--- src/logic/link_slot_consts.vh ---
// Offsets, field positions, reset values and encodings for the link status and slot capability registers
`ifndef LINK_SLOT_CONSTS_VH
`define LINK_SLOT_CONSTS_VH
`define OFF_LINK_WORD 8'hd0
`define OFF_SLOT_CAPS 8'hd4
`define SPEED_2G5 4'h1
`define SPEED_5G0 4'h2
`define SPEED_RST 4'h2
`define WIDTH_X1 6'h01
`define WIDTH_X2 6'h02
`define BIT_RETRAIN 5
`define BIT_TRAIN_ERR 26
`define BIT_TRAINING 27
`define BIT_SLOT_CLK 28
`define BIT_DL_ACTIVE 29
`define PWR_VAL_LSB 7
`define PWR_VAL_MSB 14
`define PWR_SCL_LSB 15
`define PWR_SCL_MSB 16
`define SLOT_NUM_LSB 19
`define SLOT_NUM_MSB 31
`define PWR_VAL_RST 8'h00
`define PWR_SCL_RST 2'h0
`define SLOT_NUM_RST 13'h0000
`define RO_CAPS_MASK 7'h7b
`define STRAP_FILL 2'h3
`endif

--- src/logic/link_status_slot_caps_regs.v ---
// Link status half-word and slot_feature_advert register logic for one switch port
// Function
// - Speed field 19:16 reports negotiated rate, 1 or 2, resets to 2, read-only.
// - Width field 25:20 reports trained lanes; resets x2 on port 0, x1 otherwise.
// - Bit 26 sets on training failure, clears on successful L0 entry, resets zero.
// - Bit 27 reads one while training, clears when training completes, resets one.
// - Bit 28 slot clock: resets zero, then taken once from the synchronised strap, loader may override.
// - Bit 29 reads one while data link is active, registered one cycle behind it, resets zero.
// - Slot_feature_advert word at D4h exists only on downstream ports.
// - Bit 0 read-only attention button present, resets zero.
// - Bit 1 read-only power controller present, resets zero.
// - Bits 3 and 4 read-only attention and power indicator present, reset zero.
// - Bit 5 surprise removal, bit 6 hot-plug capable, read-only, reset zero.
// - Bits 14:7 writable power limit value, resets 00h.
// - Bits 16:15 writable power limit scale, resets 00b.
// - Any write to power limit fields sends a Set_Slot_Power_Limit message, except one lost to a loader write in the same cycle.
// - Bits 31:19 read-only physical slot number, reset zero.
// - Loader may replace slot capability defaults despite software read-only view.
// - Downstream retrain control bit starts retraining; training bit reads one.
`timescale 1ns/100ps
`include "link_slot_consts.vh"

module link_status_slot_caps_regs #(
   parameter PORT_NUM = 0
) (
   input wire clk,
   input wire rstn,
   input wire slot_clock_strap,
   input wire cfg_wr,
   input wire cfg_rd,
   input wire [7:0] cfg_addr,
   input wire [31:0] cfg_wdata,
   input wire [3:0] cfg_be,
   output reg [31:0] cfg_rdata,
   output reg cfg_rvalid,
   input wire [3:0] phy_speed,
   input wire [5:0] phy_width,
   input wire train_fail,
   input wire train_done_l0,
   input wire dl_active,
   input wire ld_wr,
   input wire [7:0] ld_addr,
   input wire [31:0] ld_wdata,
   output reg retrain_req,
   output reg set_pwr_msg,
   output reg [7:0] pwr_msg_value,
   output reg [1:0] pwr_msg_scale
);

   // ****************************************
   // Decode
   // ****************************************
   localparam [0:0] is_down = (PORT_NUM != 0);
   localparam [5:0] width_rst = (PORT_NUM == 0) ? `WIDTH_X2 : `WIDTH_X1;
   localparam [6:0] ro_mask = `RO_CAPS_MASK;

   // Offset match shared by write, loader and read decoders
   function addr_is;
      input [7:0] addr;
      input [7:0] offset;
      begin
         addr_is = (addr == offset);
      end
   endfunction

   // Keeps the speed field on one of its two legal codes
   function [3:0] speed_code;
      input [3:0] raw;
      begin
         if (raw == `SPEED_5G0) begin
            speed_code = `SPEED_5G0;
         end else begin
            speed_code = `SPEED_2G5;
         end
      end
   endfunction

   reg [3:0] speed_r;
   reg [5:0] width_r;
   reg train_err_r;
   reg training_r;
   reg [2:0] strap_sync_r;
   reg [1:0] strap_fill_r;
   reg strap_seen_r;
   reg slot_clk_r;
   reg dl_active_r;
   reg [6:0] caps_ro_r;
   reg [7:0] pwr_val_r;
   reg [1:0] pwr_scl_r;
   reg [12:0] slot_num_r;
   genvar i;

   // Write and loader strobes per register
   wire wr_link = cfg_wr && addr_is(cfg_addr, `OFF_LINK_WORD);
   wire wr_caps = cfg_wr && is_down && addr_is(cfg_addr, `OFF_SLOT_CAPS);
   wire ld_link = ld_wr && addr_is(ld_addr, `OFF_LINK_WORD);
   wire ld_caps = ld_wr && is_down && addr_is(ld_addr, `OFF_SLOT_CAPS);
   wire retrain_hit = is_down && wr_link && cfg_be[0] && cfg_wdata[`BIT_RETRAIN];
   // Loader wins, so a lost write sends no message
   wire pwr_wr = wr_caps && !ld_caps && (cfg_be[0] | cfg_be[1] | cfg_be[2]);
   // Strap is trusted only once all three stages are filled
   wire strap_settled = (strap_fill_r == `STRAP_FILL);
   wire strap_agree = (strap_sync_r[2] == strap_sync_r[1]);

   // Byte-lane merge of the power limit fields
   wire [7:0] pwr_val_nxt = {cfg_be[1] ? cfg_wdata[14:8] : pwr_val_r[7:1],
                             cfg_be[0] ? cfg_wdata[7] : pwr_val_r[0]};
   wire [1:0] pwr_scl_nxt = {cfg_be[2] ? cfg_wdata[16] : pwr_scl_r[1],
                             cfg_be[1] ? cfg_wdata[15] : pwr_scl_r[0]};

   // Read images of both words
   wire [31:0] link_word = {2'b00, dl_active_r, slot_clk_r, training_r, train_err_r,
                            width_r, speed_r, 16'h0000};
   wire [31:0] caps_word = {slot_num_r, 2'b00, pwr_scl_r, pwr_val_r,
                            caps_ro_r[6:3], 1'b0, caps_ro_r[1:0]};

   // ****************************************
   // Link speed and width
   // ****************************************
   // Captured at L0 entry
   always @(posedge clk or negedge rstn) begin
      if (!rstn) begin
         speed_r <= `SPEED_RST;
      end else if (train_done_l0) begin
         speed_r <= speed_code(phy_speed);
      end
   end

   always @(posedge clk or negedge rstn) begin
      if (!rstn) begin
         width_r <= width_rst;
      end else if (train_done_l0) begin
         width_r <= phy_width;
      end
   end

   // ****************************************
   // Training status
   // ****************************************
   // Failure wins over success in one cycle
   always @(posedge clk or negedge rstn) begin
      if (!rstn) begin
         train_err_r <= 1'b0;
      end else if (train_fail) begin
         train_err_r <= 1'b1;
      end else if (train_done_l0) begin
         train_err_r <= 1'b0;
      end
   end

   // Retrain request wins over completion in one cycle
   always @(posedge clk or negedge rstn) begin
      if (!rstn) begin
         training_r <= 1'b1;
      end else if (retrain_hit) begin
         training_r <= 1'b1;
      end else if (train_done_l0) begin
         training_r <= 1'b0;
      end
   end

   // ****************************************
   // Data link state
   // ****************************************
   always @(posedge clk or negedge rstn) begin
      if (!rstn) begin
         dl_active_r <= 1'b0;
      end else begin
         dl_active_r <= dl_active;
      end
   end

   // ****************************************
   // Slot clock strap
   // ****************************************
   // Three-stage synchroniser for the strap pin
   always @(posedge clk or negedge rstn) begin
      if (!rstn) begin
         strap_sync_r <= 3'h0;
      end else begin
         strap_sync_r <= {strap_sync_r[1:0], slot_clock_strap};
      end
   end

   // Counts the edges until the synchroniser is full
   always @(posedge clk or negedge rstn) begin
      if (!rstn) begin
         strap_fill_r <= 2'h0;
      end else if (!strap_settled) begin
         strap_fill_r <= strap_fill_r + 2'h1;
      end
   end

   // Strap taken once; a loader write overrides it for good
   always @(posedge clk or negedge rstn) begin
      if (!rstn) begin
         slot_clk_r <= 1'b0;
         strap_seen_r <= 1'b0;
      end else if (ld_link) begin
         slot_clk_r <= ld_wdata[`BIT_SLOT_CLK];
         strap_seen_r <= 1'b1;
      end else if (!strap_seen_r && strap_settled && strap_agree) begin
         slot_clk_r <= strap_sync_r[2];
         strap_seen_r <= 1'b1;
      end
   end

   // ****************************************
   // Slot_feature_advert
   // ****************************************
   // Presence bits change only through the loader
   generate
      for (i = 0; i < 7; i = i + 1) begin : g_caps_ro
         always @(posedge clk or negedge rstn) begin
            if (!rstn) begin
               caps_ro_r[i] <= 1'b0;
            end else if (ld_caps) begin
               caps_ro_r[i] <= ld_wdata[i] & ro_mask[i];
            end
         end
      end
   endgenerate

   always @(posedge clk or negedge rstn) begin
      if (!rstn) begin
         pwr_val_r <= `PWR_VAL_RST;
      end else if (ld_caps) begin
         pwr_val_r <= ld_wdata[`PWR_VAL_MSB:`PWR_VAL_LSB];
      end else if (wr_caps) begin
         pwr_val_r <= pwr_val_nxt;
      end
   end

   always @(posedge clk or negedge rstn) begin
      if (!rstn) begin
         pwr_scl_r <= `PWR_SCL_RST;
      end else if (ld_caps) begin
         pwr_scl_r <= ld_wdata[`PWR_SCL_MSB:`PWR_SCL_LSB];
      end else if (wr_caps) begin
         pwr_scl_r <= pwr_scl_nxt;
      end
   end

   // Software cannot write the slot number
   always @(posedge clk or negedge rstn) begin
      if (!rstn) begin
         slot_num_r <= `SLOT_NUM_RST;
      end else if (ld_caps) begin
         slot_num_r <= ld_wdata[`SLOT_NUM_MSB:`SLOT_NUM_LSB];
      end
   end

   // ****************************************
   // Power limit message and retrain
   // ****************************************
   always @(posedge clk or negedge rstn) begin
      if (!rstn) begin
         set_pwr_msg <= 1'b0;
      end else begin
         set_pwr_msg <= pwr_wr;
      end
   end

   // Message payload stands with the pulse and after it
   always @(posedge clk or negedge rstn) begin
      if (!rstn) begin
         pwr_msg_value <= 8'h00;
         pwr_msg_scale <= 2'h0;
      end else if (pwr_wr) begin
         pwr_msg_value <= pwr_val_nxt;
         pwr_msg_scale <= pwr_scl_nxt;
      end
   end

   always @(posedge clk or negedge rstn) begin
      if (!rstn) begin
         retrain_req <= 1'b0;
      end else begin
         retrain_req <= retrain_hit;
      end
   end

   // ****************************************
   // Read path
   // ****************************************
   always @(posedge clk or negedge rstn) begin
      if (!rstn) begin
         cfg_rvalid <= 1'b0;
      end else begin
         cfg_rvalid <= cfg_rd;
      end
   end

   // Read data holds until the next read
   always @(posedge clk or negedge rstn) begin
      if (!rstn) begin
         cfg_rdata <= 32'h00000000;
      end else if (cfg_rd) begin
         if (addr_is(cfg_addr, `OFF_LINK_WORD)) begin
            cfg_rdata <= link_word;
         end else if (is_down && addr_is(cfg_addr, `OFF_SLOT_CAPS)) begin
            cfg_rdata <= caps_word;
         end else begin
            cfg_rdata <= 32'h00000000;
         end
      end
   end

endmodule

--- config.mk ---
export PLATFORM = sky130hd
export DESIGN_NAME = link_status_slot_caps_regs
export DESIGN_NICKNAME = d
export VERILOG_FILES = /design/src/logic/link_status_slot_caps_regs.v
export VERILOG_INCLUDE_DIRS = /design/src /design/src/logic
export SDC_FILE = /design/constraint.sdc
export NUM_CORES = 1
export LEC_CHECK = 0
export ABC_AREA = 1
export BUFFER_PORTS_ARGS = -buffer_cell sky130_fd_sc_hd__buf_2
export CORE_MARGIN = 5
export CORE_UTILIZATION = 36
export DETAILED_ROUTE_END_ITERATION = 10
export PLACE_DENSITY_LB_ADDON = 0.08
export RECOVER_POWER = 100
export SYNTH_ARGS = -nofsm -noshare
export SYNTH_HDL_FRONTEND = slang
export SYNTH_SLANG_ARGS = --single-unit
--- constraint.sdc ---
create_clock -name clk -period 1.3 [get_ports clk]
set_input_delay 0.13 -clock clk [delete_from_list [all_inputs] [get_ports clk]]
set_output_delay 0.13 -clock clk [all_outputs]
set_load 0.02 [all_outputs]
* Word-level counts from Yosys, hierarchy flattened
Index checks and enable logic that the tools add are counted.
Cells by class: $add $sub $neg 1, equal/unequal tests 5, reduce and logical (&&, ||, !) cells 6, multiplexer cells 8
Operator list (number):
- 30-bit two-way mux | 1
- 8-bit equality test, second input constant | 2
- 1-bit two-way mux | 6
- 4-bit by 2-bit equality test with 1-bit output, second input constant | 1
- 2-bit nonzero test | 2
- 1-bit logical AND | 3
- 2-bit by 1-bit adder with 2-bit output, second input constant | 1
- 2-bit equality test, second input constant | 1
- 2-bit two-way mux | 1
- 1-bit equality test | 1
- 1-bit zero test | 1
Word-level totals: input port bits 103, logic and storage cells 31, output and inout bits 45, register bits after elaboration 53

* Longest topological paths before layout
word-level depth 5, mapped depth 7, depth with buffers taken out 7

* Least setup slack after synthesis
No wires, ideal clock.
path kind register -> register, start point register strap_fill_r[0], end point register strap_fill_r[1], setup time 0.125 ns, clock period less this slack 1.016 ns, setup slack 0.284 ns, data required time 1.175 ns, stages on the path, launching flop included 3, buffers on the path 0, data arrival time 0.892 ns, cells stage by stage dfrtp_1 -> ha_1 -> mux2_2
On the way: cells in the longest elaborated chain, start to end 1, elaborated cells on any way between the ends 2, those cells by class 1 x add/sub; 1 x eq/ne
Ends and longest elaborated chain:
- from (decl) | line link_status_slot_caps_regs.v:83 | reg [1:0] strap_fill_r;
- from (signal assigned) | line link_status_slot_caps_regs.v:190 | strap_fill_r <= strap_fill_r + 2'h1;
- 2-bit by 1-bit adder with 2-bit output or 2-bit equality test (tied branches)
Several ways; a longest one is shown, not always the timed one. A chain may end at the register's enable or synchronous reset.

* Final worst setup path
Same ends and word-level chain as after synthesis.

==> impl_metrics.csv <==
group,metric,value,unit
synth,synth_top_family_by_area,"buffers and inverters",
setup_path,crit_path_end_kind,"register",
cells_and_area,fin_nets,313,
die,core_area,4058,um2
global_route,grt_pass1_vias,966,
setup_path,critical_path.max_fanout,4,
route,wire_per_inst,10.87,um
route,drtPass1Iterations,4,
synth,ys_warn_count,0,
placed_design,place_ws,0.1769,ns
cells_and_area,post-route-util,0.4342,
timing,fin_setup_tns,0,ns
flow_run,max_cap_violations,0,
cts,cts_buffers,5,
synth,synth_area_leader_cell,"dfrtp_1",
synth,synth_cell_type_count,21,
run_status,outcome,"finished clean",
pwr,ir_worst_vdd,0.7122,mV
setup_path,worstPathArrival,1.23,ns
synth,syn_area_per_cell,9.856,um2
synth,synth_xor_area_frac,0.005733,
die,ioPinCount,148,
die,die_area,5647,um2
timing,rsz0062_at_grt,"false",
cells_and_area,drive_above_1_share,0.2524,
cells_and_area,diodes,0,
route,num_vias,1069,
timing,fmax,937.3,MHz
global_route,antenna_found_initial,0,
min_path,min_path_cells,2,
cts,ctsResizeCount,0,
cts,cts_buffer_depth,2,
synth,synth_top_area_frac,0.4586,
pwr,power.total,2080,uW
timing,relSlewSlack,0.5609,
route,drt_iter0_drc,32,
timing,period_needed,1.067,ns
route,wl,2827,um
placed_design,portBuffers,47,
placed_design,dpl.hpwl,2160,um
pwr,p_leak,0.0009062,uW
die,start_util,0.3765,
timing,final-hold-violation-count,0,
cts,cts_setup_buffers,0,
setup_path,rr_worst_depth,2,
die,die_w,75.15,um
route,viasPerCell,4.112,
synth,yosysSeqAreaShare,0.5102,
cells_and_area,final_cell_count_no_fill,260,
cts,root_buffer,"clkbuf_8",
global_route,grt_overflow,0,
setup_path,crit_type,"reg2reg",
synth,synth_mux_area_frac,0.05160,
timing,setup_viol,0,
global_route,grt_usage,0.1067,
route,remaining_drc_errors,0,
cts,clk_latency,0.28,ns
timing,min_period_over_period,0.8207,
synth,synth-seq-cells,31,
cts,path_clk_slew,0.06,ns
synth,synthAdderAreaFrac,0.008190,
global_route,grt_pass1_wl,4374,um
cts,clock_sinks,31,
timing,setup_ws,0.2331,ns
cts,cts.hold.buffers_added,3,
setup_path,worstPathRequired,1.46,ns
die,rows,23,
cts,htreeDepth,2,
placed_design,routabilityCongestion,0.7425,
synth,syn_area,1528,um2
timing,skew,0.004483,ns
synth,synthSimpleGateAreaFrac,0.1360,
placed_design,dp.cells,249,
timing,worst_pin_slew,0.6586,ns
synth,synth_compound_area_frac,0.08026,
timing,slew_violations,0,
setup_path,reg2reg_slack,0.23,ns
min_path,hold_class,"in2reg",
die,die_h,75.15,um
route,final_antenna_net_count,0,
setup_path,worst_setup_path_start_kind,"register",
cells_and_area,area_delta_synth_final,15.32,%
synth,synth_area_leaders,"dfrtp_1, buf_4, nand2_1",
pwr,powerDensity,1181,nW/um2
cts,tritoncts,"built",
global_route,grt_max_degree,17,
synth,syn-instance-count,155,
critical path, stage by stage, from the launching register on:
cell and delay [ns]:
dfrtp_1 0.36, ha_1 0.24, mux2_2 0.35
cell usage after synthesis:
master and number:
nor3_2 1, o21bai_1 1, buf_6 1, conb_1 1, mux2_2 7, nand3_1 3, o21ai_2 10, nor2_1 7
clkbuf_1 1, ha_1 1, buf_2 2, buf_4 32, nand3_2 1, xnor2_1 1, dfstp_2 3, inv_1 13
o21a_1 1, dfrtp_1 28, nand4_1 3, nand2_1 34, o21ai_0 4
through the flow:
stage          hold slack (ns)  area [um2]
2_1_floorplan          -0.1656        1644
3_3_place_gp           0.07082        1704
3_5_place_dp           0.07664        1704
4_1_cts                0.04290        1834
5_1_grt                0.03363        1762
6_report               0.05648        1762
area by class of cell:
| cell class | count | area, um2 |
|---|---|---|
| sequential | 31 | 779.5 |
| multi-input combinational | 106 | 513.0 |
| timing repair buffer | 52 | 257.7 |
| fill | 430 | 2296 |
| inverter | 13 | 48.80 |
| clock buffer | 8 | 100.1 |
| tap | 50 | 62.56 |
state kept, by name, summed over array words and instances, names as in the netlist:
name	count
cfg_rdata	12
width_r	6
strap_sync_r	3
speed_r	2
strap_fill_r	2
cfg_rvalid	1
dl_active_r	1
slot_clk_r	1
strap_seen_r	1
train_err_r	1
training_r	1
cells by family (layout without fill, tap and decap cells):
logic type                 Yosys count  count (layout)
and+or+nand+nor                     49              49
buffers and inverters               49              73
DFF                                 31              31
AOI/OAI and AO/OA                   16              16
muxes                                7               7
adders and majority gates            1               1
other                                1              32
xor gates and xnor gates             1               1
final timing paths:
path	from	to
max	strap_fill_r[0]$_DFFE_PN0P_	strap_fill_r[1]$_DFFE_PN0P_
min	train_fail	train_err_r$_DFFE_PN0P_
max reg2reg	strap_fill_r[0]$_DFFE_PN0P_	strap_fill_r[1]$_DFFE_PN0P_
min reg2reg	strap_sync_r[0]$_DFF_PN0_	strap_sync_r[1]$_DFF_PN0_
max in group asynchronous	rstn	speed_r[1]$_DFFE_PN1P_
min in group asynchronous	rstn	cfg_rdata[21]$_DFFE_PN0P_
cell usage in the layout (no fill, tap or decap), types with 7 or more instances in the layout:
| cell | instances |
|---|---|
| nand2_1 | 34 |
| buf_2 | 34 |
| conb_1 | 32 |
| dfrtp_1 | 28 |
| clkbuf_1 | 15 |
| o21ai_0 | 14 |
| inv_1 | 13 |
| nor2_1 | 7 |
| mux2_2 | 7 |
| clkbuf_8 | 7 |
where the power goes:
group	internal, uW	switching, uW	total [uW]
registers	1010	18.1	1020
logic	77.6	162	240
clock network	482	334	816
metal layers:
layer | vias to the layer above | share of wire | GRT usage
met4 | 0 | 0.0099 | 0.04078
li1 | 527 | - | -
met1 | 475 | 0.41 | 0.1359
met3 | 4 | 0.14 | 0.05073
met2 | 63 | 0.44 | 0.1576
met5 | - | 0 | 0
(Power assumes the default switching activity.)
